==> src/pmcm_pkg.sv <==
// package for the power mode and clock manager: modes, reset causes, carriers
// assumes a single 40 MHz system clock domain
package pmcm_pkg;

  // power mode encodings (one-hot)
  typedef enum logic [5:0] {
    PMCM_ST_ACTIVE   = 6'h01,
    PMCM_ST_IDLE     = 6'h02,
    PMCM_ST_CLKSTOP  = 6'h04,
    PMCM_ST_STANDBY  = 6'h08,
    PMCM_ST_SHUTDOWN = 6'h10,
    PMCM_ST_WAKERST  = 6'h20
  } pmcm_state_type;

  // software mode requests
  typedef enum logic [1:0] {
    PMCM_REQ_ACTIVE   = 2'h0,
    PMCM_REQ_IDLE     = 2'h1,
    PMCM_REQ_STANDBY  = 2'h2,
    PMCM_REQ_SHUTDOWN = 2'h3
  } pmcm_req_type;

  // slow clock source selection
  typedef enum logic [1:0] {
    PMCM_LF_RC     = 2'h0,
    PMCM_LF_XTAL   = 2'h1,
    PMCM_LF_BYPASS = 2'h2
  } pmcm_lfsel_type;

  // reset cause codes
  localparam logic [2:0] PMCM_CAUSE_POR     = 3'h1;
  localparam logic [2:0] PMCM_CAUSE_PIN     = 3'h2;
  localparam logic [2:0] PMCM_CAUSE_SDWAKE  = 3'h3;
  localparam logic [2:0] PMCM_CAUSE_THERMAL = 3'h4;

  // timing
  localparam int PMCM_CLK_HZ = 40000000;
  localparam int PMCM_CLKSTOP_NS = 100;
  localparam int PMCM_CLKSTOP_CYC = (PMCM_CLKSTOP_NS * (PMCM_CLK_HZ / 1000000) + 999) / 1000;
  localparam int PMCM_WAKERST_NS = 200;
  localparam int PMCM_WAKERST_CYC = (PMCM_WAKERST_NS * (PMCM_CLK_HZ / 1000000) + 999) / 1000;
  localparam logic [3:0] PMCM_CNT_RST = 4'h0;

  // domain and clock enables to the rest of the chip
  typedef struct packed {
    logic mcu_domain_on;
    logic always_on_domain_on;
    logic cpu_run;
    logic flash_on;
    logic sram_on;
    logic sram_retain;
    logic infra_clk_on;
    logic main_system_clock_on;
    logic supply_duty_cycled;
  } pmcm_power_type;

  // peripheral enables
  typedef struct packed {
    logic radio_en;
    logic io_controller_en;
    logic battery_temp_monitor_en;
    logic rtc_en;
    logic low_power_comparator_en;
    logic watchdog_timer_en;
    logic brownout_detector_on;
    logic periph_clk_gate_en;
  } pmcm_periph_type;

  // wake sources
  typedef struct packed {
    logic pin_edge;
    logic rtc_event;
    logic comparator_event;
    logic reset_pin;
  } pmcm_wake_type;

  localparam pmcm_power_type PMCM_POWER_RST = '0;
  localparam pmcm_periph_type PMCM_PERIPH_RST = '0;

endpackage

==> src/pmcm_top.sv <==
// power mode and clock manager: mode sequencing, io latching, reset cause
// assumes all inputs synchronous to clk_sys_i; software requests held until ack
// Operation
// - active mode powers mcu and always-on domains, cpu runs, flash and sram on
// - peripheral clock gating follows cpu request only, never automatic
// - idle sleeps cpu; infra clocks gated only if dma and debug allow
// - standby keeps only always-on domain, stops fast clock, retains sram
// - standby exits to active on pin, rtc or comparator wake
// - reset pin in standby returns device to active
// - standby wake resumes execution without reset or reconfiguration
// - all gpio outputs held latched during standby
// - shutdown powers everything off, holding io at pre-entry value
// - level change on shutdown wake pin wakes via reset sequence
// - reset cause distinguishes shutdown wake, pin reset, power-on, thermal
// - only latched io, 3v bank and flash survive shutdown
// - standby peripherals limited to io controller, battery monitor, rtc, comparator, watchdog
// - always-on functions forced; available ones follow software enable
// - main clock is 40 MHz rc oscillator, optionally tracking crystal
// - radio allowed only with fast crystal reference present and used
// - slow clock feeds rtc and watchdog in standby, resyncs radio timer
// - slow clock selectable: rc, crystal or bypass input
// - slow clock output allowed only from crystal or rc source
// - rtc counter cleared on reset or shutdown
`timescale 1ns/1ps
`default_nettype none

module pmcm_top #(
  parameter int IO_W = 26,
  parameter int BANK_W = 32
) (
  // clock and reset
  input wire logic clk_sys_i,
  input wire logic rst_i,
  // reset sources
  input wire logic por_i,
  input wire logic thermal_rst_i,
  // software mode request
  input wire logic mode_req_valid_i,
  input wire pmcm_pkg::pmcm_req_type mode_req_i,
  input wire logic bus_busy_i,
  input wire logic dma_busy_i,
  input wire logic debug_busy_i,
  // software enables
  input wire pmcm_pkg::pmcm_periph_type sw_periph_en_i,
  input wire logic sw_periph_gate_i,
  input wire logic lf_out_en_i,
  input wire pmcm_pkg::pmcm_lfsel_type lf_sel_i,
  input wire logic fast_xtal_track_i,
  input wire logic fast_crystal_reference_ok_i,
  // wake and pins
  input wire pmcm_pkg::pmcm_wake_type wake_i,
  input wire logic [IO_W-1:0] sd_wake_mask_i,
  input wire logic [IO_W-1:0] pin_level_i,
  input wire logic [IO_W-1:0] gpio_out_i,
  input wire logic [IO_W-1:0] gpio_oe_n_i,
  // 3v bank write
  input wire logic bank_we_i,
  input wire logic [BANK_W-1:0] bank_wdata_i,
  // slow clock source levels
  input wire logic slow_rc_oscillator_i,
  input wire logic slow_crystal_source_i,
  input wire logic slow_bypass_i,
  // outputs
  output logic mode_req_ack_o,
  output pmcm_pkg::pmcm_state_type mode_o,
  output pmcm_pkg::pmcm_power_type power_o,
  output pmcm_pkg::pmcm_periph_type periph_o,
  output logic main_system_clock_xtal_o,
  output logic slow_system_clock_o,
  output logic slow_clk_pin_o,
  output logic slow_clk_pin_oe_n_o,
  output logic rtc_clear_o,
  output logic sys_reset_o,
  output logic [2:0] reset_cause_o,
  output logic [IO_W-1:0] pad_out_o,
  output logic [IO_W-1:0] pad_oe_n_o,
  output logic [BANK_W-1:0] bank_o
);
  import pmcm_pkg::*;

  // ------------------------------------------------------------
  // decode helpers
  // ------------------------------------------------------------
  // modes with the always-on domain gone: slow clock dead, pads frozen
  function automatic logic is_dark(input pmcm_state_type s);
    return (s == PMCM_ST_SHUTDOWN) || (s == PMCM_ST_WAKERST);
  endfunction

  // modes past the clock stop that still keep the always-on domain alive
  function automatic logic keeps_aon(input pmcm_state_type s);
    return (s == PMCM_ST_CLKSTOP) || (s == PMCM_ST_STANDBY);
  endfunction

  // ------------------------------------------------------------
  // state and sequencing
  // ------------------------------------------------------------
  // mode register, captured target, phase counter and wake reference
  pmcm_state_type state;
  pmcm_state_type next_state;
  pmcm_req_type target;
  logic [3:0] cnt;
  logic [IO_W-1:0] pin_ref;

  // request qualification: a request only lands in active mode with the
  // bus and dma quiet, otherwise it simply waits with no indication
  wire quiet = !bus_busy_i && !dma_busy_i;
  wire take_req = mode_req_valid_i && quiet && (state == PMCM_ST_ACTIVE);
  wire go_low = take_req && (mode_req_i == PMCM_REQ_STANDBY || mode_req_i == PMCM_REQ_SHUTDOWN);
  wire std_wake = wake_i.pin_edge || wake_i.rtc_event || wake_i.comparator_event;
  wire sd_wake = |((pin_level_i ^ pin_ref) & sd_wake_mask_i);
  wire cnt_done = (cnt == 4'(PMCM_CLKSTOP_CYC - 1));
  wire rst_done = (cnt == 4'(PMCM_WAKERST_CYC - 1));
  // the reset pin also ends idle, so the cpu never sits asleep under a reset
  wire idle_wake = std_wake || wake_i.reset_pin || (mode_req_valid_i && mode_req_i == PMCM_REQ_ACTIVE);

  // next mode
  // standby and shutdown always pass through the clock-stop phase so the
  // fast clock is down before any domain loses power
  always_comb begin
    next_state = state;
    case (state)
      PMCM_ST_ACTIVE: begin
        if (go_low) begin
          next_state = PMCM_ST_CLKSTOP;
        end else if (take_req && mode_req_i == PMCM_REQ_IDLE) begin
          next_state = PMCM_ST_IDLE;
        end
      end
      PMCM_ST_IDLE: begin
        if (idle_wake) begin
          next_state = PMCM_ST_ACTIVE;
        end
      end
      PMCM_ST_CLKSTOP: begin
        if (cnt_done) begin
          next_state = (target == PMCM_REQ_SHUTDOWN) ? PMCM_ST_SHUTDOWN : PMCM_ST_STANDBY;
        end
      end
      PMCM_ST_STANDBY: begin
        if (std_wake || wake_i.reset_pin) begin
          next_state = PMCM_ST_ACTIVE;
        end
      end
      PMCM_ST_SHUTDOWN: begin
        if (sd_wake || wake_i.reset_pin) begin
          next_state = PMCM_ST_WAKERST;
        end
      end
      PMCM_ST_WAKERST: begin
        if (rst_done) begin
          next_state = PMCM_ST_ACTIVE;
        end
      end
      default: next_state = PMCM_ST_ACTIVE;
    endcase
  end

  // mode register
  // power-on and thermal resets force active mode at once, from any mode
  always_ff @(posedge clk_sys_i) begin
    if (rst_i || por_i || thermal_rst_i) begin
      state <= PMCM_ST_ACTIVE;
    end else begin
      state <= next_state;
    end
  end

  // captured target and stage counter
  // the counter restarts on every mode change, so each timed phase counts
  // from zero; the target is captured only when a low-power request lands
  always_ff @(posedge clk_sys_i) begin
    if (rst_i) begin
      target <= PMCM_REQ_ACTIVE;
      cnt <= PMCM_CNT_RST;
    end else begin
      if (go_low) begin
        target <= mode_req_i;
      end
      cnt <= (next_state != state) ? PMCM_CNT_RST : cnt + 4'h1;
    end
  end

  // request acknowledge, one cycle
  // software drops its request on seeing this pulse; a request still held
  // after a mode change is not taken again outside active mode
  always_ff @(posedge clk_sys_i) begin
    if (rst_i) begin
      mode_req_ack_o <= 1'b0;
    end else begin
      mode_req_ack_o <= take_req;
    end
  end

  // ------------------------------------------------------------
  // domain power and peripheral enables
  // ------------------------------------------------------------
  // one-hot mode decodes shared by the maps below
  wire s_act = (state == PMCM_ST_ACTIVE);
  wire s_idle = (state == PMCM_ST_IDLE);
  wire s_stop = (state == PMCM_ST_CLKSTOP);
  wire s_stby = (state == PMCM_ST_STANDBY);
  wire run = s_act || s_idle;
  wire use_xtal = fast_xtal_track_i && fast_crystal_reference_ok_i;
  pmcm_power_type next_power;
  pmcm_periph_type next_periph;

  // power map per mode
  // enables are registered, so every map lags the mode register by one
  // cycle and lines up with mode_o
  always_comb begin
    next_power = PMCM_POWER_RST;
    next_power.mcu_domain_on = run || s_stop;
    next_power.always_on_domain_on = run || keeps_aon(state);
    next_power.cpu_run = s_act;
    next_power.flash_on = s_act || (s_idle && (dma_busy_i || debug_busy_i));
    next_power.sram_on = run;
    next_power.sram_retain = run || keeps_aon(state);
    next_power.infra_clk_on = s_act || (s_idle && (dma_busy_i || debug_busy_i));
    next_power.main_system_clock_on = run;
    next_power.supply_duty_cycled = s_stby;
  end

  // peripheral map: on forced, available follows software
  // standby forces the io controller on; the other standby peripherals
  // still wait for their software enable
  always_comb begin
    next_periph = PMCM_PERIPH_RST;
    next_periph.radio_en = run && sw_periph_en_i.radio_en && use_xtal;
    next_periph.io_controller_en = (run && sw_periph_en_i.io_controller_en) || s_stby;
    next_periph.battery_temp_monitor_en = (run || s_stby) && sw_periph_en_i.battery_temp_monitor_en;
    next_periph.rtc_en = (run || s_stby) && sw_periph_en_i.rtc_en;
    next_periph.low_power_comparator_en = (run || s_stby) && sw_periph_en_i.low_power_comparator_en;
    next_periph.watchdog_timer_en = (run || s_stby) && sw_periph_en_i.watchdog_timer_en;
    next_periph.brownout_detector_on = run || keeps_aon(state);
    next_periph.periph_clk_gate_en = run && sw_periph_gate_i;
  end

  // registered enables
  // crystal tracking is reported only while the fast clock runs
  always_ff @(posedge clk_sys_i) begin
    if (rst_i) begin
      power_o <= PMCM_POWER_RST;
      periph_o <= PMCM_PERIPH_RST;
      mode_o <= PMCM_ST_ACTIVE;
      main_system_clock_xtal_o <= 1'b0;
    end else begin
      power_o <= next_power;
      periph_o <= next_periph;
      mode_o <= state;
      main_system_clock_xtal_o <= run && use_xtal;
    end
  end

  // ------------------------------------------------------------
  // slow clock selection and output
  // ------------------------------------------------------------
  // source select and the modes that keep a slow clock
  wire lf_mux = (lf_sel_i == PMCM_LF_XTAL) ? slow_crystal_source_i :
                (lf_sel_i == PMCM_LF_BYPASS) ? slow_bypass_i : slow_rc_oscillator_i;
  wire lf_live = !is_dark(state);
  wire lf_pin_ok = lf_out_en_i && (lf_sel_i != PMCM_LF_BYPASS) && lf_live;

  // slow clock and its pin
  // the sources are taken as levels; a bypass input is never echoed on the
  // pin, which would just loop an outside clock back out
  always_ff @(posedge clk_sys_i) begin
    if (rst_i) begin
      slow_system_clock_o <= 1'b0;
      slow_clk_pin_o <= 1'b0;
      slow_clk_pin_oe_n_o <= 1'b1;
    end else begin
      slow_system_clock_o <= lf_mux && lf_live;
      slow_clk_pin_o <= lf_mux && lf_pin_ok;
      slow_clk_pin_oe_n_o <= !lf_pin_ok;
    end
  end

  // ------------------------------------------------------------
  // io latching, 3v bank, reset cause
  // ------------------------------------------------------------
  wire io_hold = is_dark(state) || keeps_aon(state);

  // pad latch: frozen from clock stop until active again
  // freezing from the clock stop on keeps the pads from following a core
  // that is already winding down
  always_ff @(posedge clk_sys_i) begin
    if (rst_i) begin
      pad_out_o <= '0;
      pad_oe_n_o <= '1;
    end else if (!io_hold) begin
      pad_out_o <= gpio_out_i;
      pad_oe_n_o <= gpio_oe_n_i;
    end
  end

  // pin reference for shutdown wake, taken at entry
  // any masked pin that differs from this reference wakes the device, so a
  // level change in either direction counts
  always_ff @(posedge clk_sys_i) begin
    if (rst_i) begin
      pin_ref <= '0;
    end else if (state != PMCM_ST_SHUTDOWN) begin
      pin_ref <= pin_level_i;
    end
  end

  // 3v bank survives shutdown and wake reset
  // writes are only honoured in active mode, never while powering down
  always_ff @(posedge clk_sys_i) begin
    if (rst_i) begin
      bank_o <= '0;
    end else if (bank_we_i && s_act) begin
      bank_o <= bank_wdata_i;
    end
  end

  // reset cause and system reset
  // the cause is held until the next reset source; a power-on outranks a
  // thermal reset, which outranks any pin event
  always_ff @(posedge clk_sys_i) begin
    if (rst_i) begin
      reset_cause_o <= PMCM_CAUSE_POR;
      sys_reset_o <= 1'b1;
      rtc_clear_o <= 1'b1;
    end else begin
      if (por_i) begin
        reset_cause_o <= PMCM_CAUSE_POR;
      end else if (thermal_rst_i) begin
        reset_cause_o <= PMCM_CAUSE_THERMAL;
      end else if (state == PMCM_ST_SHUTDOWN && wake_i.reset_pin) begin
        reset_cause_o <= PMCM_CAUSE_PIN;
      end else if (state == PMCM_ST_SHUTDOWN && sd_wake) begin
        reset_cause_o <= PMCM_CAUSE_SDWAKE;
      end else if (run && wake_i.reset_pin) begin
        reset_cause_o <= PMCM_CAUSE_PIN;
      end
      sys_reset_o <= por_i || thermal_rst_i || (state == PMCM_ST_WAKERST) ||
                     (run && wake_i.reset_pin);
      rtc_clear_o <= por_i || thermal_rst_i || !lf_live || (run && wake_i.reset_pin);
    end
  end

endmodule

`default_nettype wire

==> config.mk <==
export PLATFORM = sky130hd
export DESIGN_NAME = pmcm_top
export DESIGN_NICKNAME = d
export VERILOG_FILES = /design/src/pmcm_pkg.sv /design/src/pmcm_top.sv
export SDC_FILE = /design/constraint.sdc
export NUM_CORES = 1
export LEC_CHECK = 0
export ABC_AREA = 1
export ABC_CLOCK_PERIOD_IN_PS = 1800
export BUFFER_PORTS_ARGS = -buffer_cell sky130_fd_sc_hd__buf_2
export CORE_MARGIN = 5
export CORE_UTILIZATION = 25
export CTS_BUF_LIST = sky130_fd_sc_hd__clkbuf_4 sky130_fd_sc_hd__clkbuf_8
export DETAILED_ROUTE_END_ITERATION = 16
export GPL_TIMING_DRIVEN = 0
export HOLD_SLACK_MARGIN = 0.03
export PLACE_DENSITY = 0.62
export SLEW_MARGIN = 25
export SYNTH_ARGS = -nofsm -noshare
export SYNTH_HDL_FRONTEND = slang
export SYNTH_SLANG_ARGS = --single-unit
==> constraint.sdc <==
create_clock -name clk_sys_i -period 1.8 [get_ports clk_sys_i]
set_clock_uncertainty 0.15 [all_clocks]
set_input_delay 0.09 -clock clk_sys_i [delete_from_list [all_inputs] [get_ports clk_sys_i]]
set_output_delay 0.09 -clock clk_sys_i [all_outputs]
set_load 0.01 [all_outputs]
==> metrics.md <==
| Metric | Value |
|---|---|
| WHS Path Cells | `2` |
| Status | `finished with violations` |
| Slew HR | `0.563` |
| Critical path arrival | `approximately 2.2 ns` |
| Die area | `between 0.02 and 0.03 mm2` |
| Syn_nets | `993` |
| Synth Register Bits | `between 150 and 200` |
| Initial antenna violation count | `4` |
| DRC violations left | `0` |
| Synth top cells by count | `nor2_1 (175), dfxtp_1 (151), nand2_1 (136)` |
| Nature of the critical path startpoint | `flip-flop` |
| I/O pin cnt | `approximately 290` |
| Syn_area_per_cell | `7.26 um2` |
| 1st-iter DRT viols | `305` |
| Endpoints failing hold | `0` |
| Initial core utilization | `0.254` |
| First drt pass iteration count | `6` |
| CTS tree | `yes` |
| Pre-CTS setup slack | `-0.515 ns` |
| Final Cycle Share | `1.10` |
| Setup TNS | `-4.99 ns` |
| Die Height | `about 160 um` |
| Most frequent cell after synthesis | `nor2_1` |
| Final Core Density | `0.440` |
| Wire length per cell | `about 14 um` |
| Critical path endpoint category | `flip-flop` |
| Final Max Tran Viols | `0` |
| CTS root buf | `clkbuf_8` |
| Crit Path Max Fanout | `6` |
| Yosys Warn Count | `0` |
| CP required | `2.02 ns` |
| Synth area leader | `dfxtp_1` |
| Mapped Cells | `~820` |
| Setup ws final | `-0.185 ns` |
| Total CTS buffers | `17` |
| Violations in the final reports | `setup timing` |
| Total GRT Usage | `0.165` |
| Final nets | `~1,500` |
| IO Port Bufs | `about 280` |
| H-tree lvl count | `4` |
| Placed cell count | `around 1,400` |
| FFs w/ async S/R, synth | `0` |
| Top post-synthesis cells by area | `dfxtp_1 (51%), nor2_1 (11%), nand2_1 (8.5%)` |
| Final wirelength | `around 23,000 um` |
| DP Wirelength | `approximately 16,000 um` |
| Area share of the largest cell type after synthesis | `0.506` |
| Post-synth EDFFs | `0` |
| Largest net degree at the start of global routing | `17` |
| Antenna violation net count after detailed routing | `0` |
| GP Congestion | `around 0.85` |
| Vias post-DR | `between 6,000 and 7,000` |
| Post-synthesis sequential area ratio | `0.506` |
| Final worst path period need | `about 2 ns` |
| Hold Crit Class | `in -> reg` |
| Clock Pin Slew Worst Setup and Hold Paths | `0.10 ns` |
| Reg2reg path depth | `7` |
| Worst VDD drop | `about 0.00042 V` |
| Final setup viols | `65` |
| First-pass GRT wire length | `around 35,000 um` |
| Worst skew pair latency | `0.44 ns` |
| Leak pwr | `between 5 and 6 nW` |
| Core area | `between 0.02 and 0.025 mm2` |
| Netlist Area Pre-Place | `around 0.006 mm2` |
| Site row count | `56` |
| DR vias/cell | `roughly 4.3` |
| Post-Layout Cell Count | `between 1,500 and 2,000` |
| Least-Margin Pin Slew | `around 0.66 ns` |
| Max clock buf depth | `2` |
| CTS sink cnt | `151` |
| Synth cell types | `33` |
| Gr ovfl total | `0` |
| WS Path Type | `reg -> reg` |
| Fillers | `roughly 2,300` |
| Main synth FF type | `dfxtp_1` |
| Pwr Total | `approximately 0.0076 W` |
| Area Growth Syn to Fin | `73.0%` |
| Unrepaired setup endpoints after global routing | `yes` |
| Layout cells sized above 1 | `0.352` |
| Die W | `165 um` |
| PwrDens | `732 mW/mm2` |
| Fmax | `slightly above 500 MHz` |
| Number of max-cap violations | `0` |
| Vias in the first global route | `about 6,800` |
[metal layers]
metal  routed length (um)  GRT usage  up-vias
met2                11300      0.287      266
met4                  419     0.0484        2
met5                    7          0        -
met1                 9540      0.195     3129
li1                     -          -     3554
met3                 1970     0.0514       30
[placed cells by master (no fill, tap or decap), drive strengths merged]
cell,instances
o21ai,92
a21o,1
a31oi,1
clkinv,3
nand3,70
o31ai,1
nor3b,2
dlygate4sd3,135
dfxtp,151
clkbuf,38
ha,1
or2,6
nand2,138
nand4,5
xor2,1
o21a,1
buf,333
bufinv,1
a21oi,33
inv,96
nor3,11
diode,3
xnor2,1
nor2,183
nand3b,1
[metrics by stage]
| step | instance area, um2 | hold slack [ns] |
|---|---|---|
| floorplan | 5980 | 0.0522 |
| global placement | 7780 | 0.151 |
| detailed placement | 7780 | 0.153 |
| CTS | 9830 | -0.128 |
| global route | 10300 | 0.0689 |
| finish | 10300 | 0.0480 |
[flip-flops by register name, indices dropped and copies added, names as in the netlist]
signal	cells
bank_o	32
cnt	4
main_system_clock_xtal_o	1
mode_o	6
mode_req_ack_o	1
pad_oe_n_o	26
pad_out_o	26
periph_o	8
pin_ref	26
power_o	5
reset_cause_o	3
rtc_clear_o	1
slow_clk_pin_o	1
slow_clk_pin_oe_n_o	1
slow_system_clock_o	1
state	6
sys_reset_o	1
target	2
[worst max-delay path: stages, from the launching register on]
cell,delay (ns)
dfxtp_4,0.38
nor2_4,0.26
nand4_4,0.24
nor3_2,0.23
nor3_1,0.07
nor3_1,0.28
nand4_2,0.19
nor2_1,0.12
[layout make-up]
class / instances / area (um2) / area share
Antenna cell: 3 / 7.51 / 0.000726
Buffer: 39 / 328 / 0.0317
Clock buffer: 18 / 248 / 0.0239
Clock inverter: 14 / 155 / 0.0150
Inverter: 86 / 354 / 0.0342
Multi-Input combinational cell: 548 / 2730 / 0.263
Sequential cell: 151 / 3050 / 0.294
Tap cell: 319 / 399 / 0.0386
Timing Repair Buffer: 449 / 3090 / 0.298
[cell families (layout without fill, tap and decap cells)]
group	Yosys count	after routing	share of synthesized area
adder cells (fa/ha/maj)	1	1	0.00209
flip-flops	151	151	0.506
AND/OR/NAND/NOR	416	416	0.296
buffers and inverters	125	606	0.0829
XOR/XNOR	2	2	0.00293
other	0	3	0
AO/OA/AOI/OAI	129	129	0.111
[path summary, 6_finish.rpt]
kind	end	slack (ns)	from
setup / recovery	cnt[2]	-0.19	state[0]
hold / removal	power_o[1]	0.05	rst_i
setup reg to reg	cnt[2]	-0.19	state[0]
hold reg to reg	cnt[0]	0.28	cnt[0]
[repair_timing]
item                                   4_1_cts  5_1_grt
setup endpoints to repair                  115      118
hold buffers                               134        1
endpoints found under the hold margin      138        2
pin swaps                                   16       28
buffers inserted                            13       18
resized for setup                           74      124
cloned                                       0        3
[where the power goes]
part / leakage [nW] / total (W) / switching, W / internal [W]
logic: 3.54 / 0.00120 / 0.000581 / 0.000616
registers: 1.26 / 0.00360 / 0.0000904 / 0.00351
clock network: 0.209 / 0.00277 / 0.00157 / 0.00121
total: 5.00 / 0.00758 / 0.00224 / 0.00534
Power figures use the tool's default switching activity.
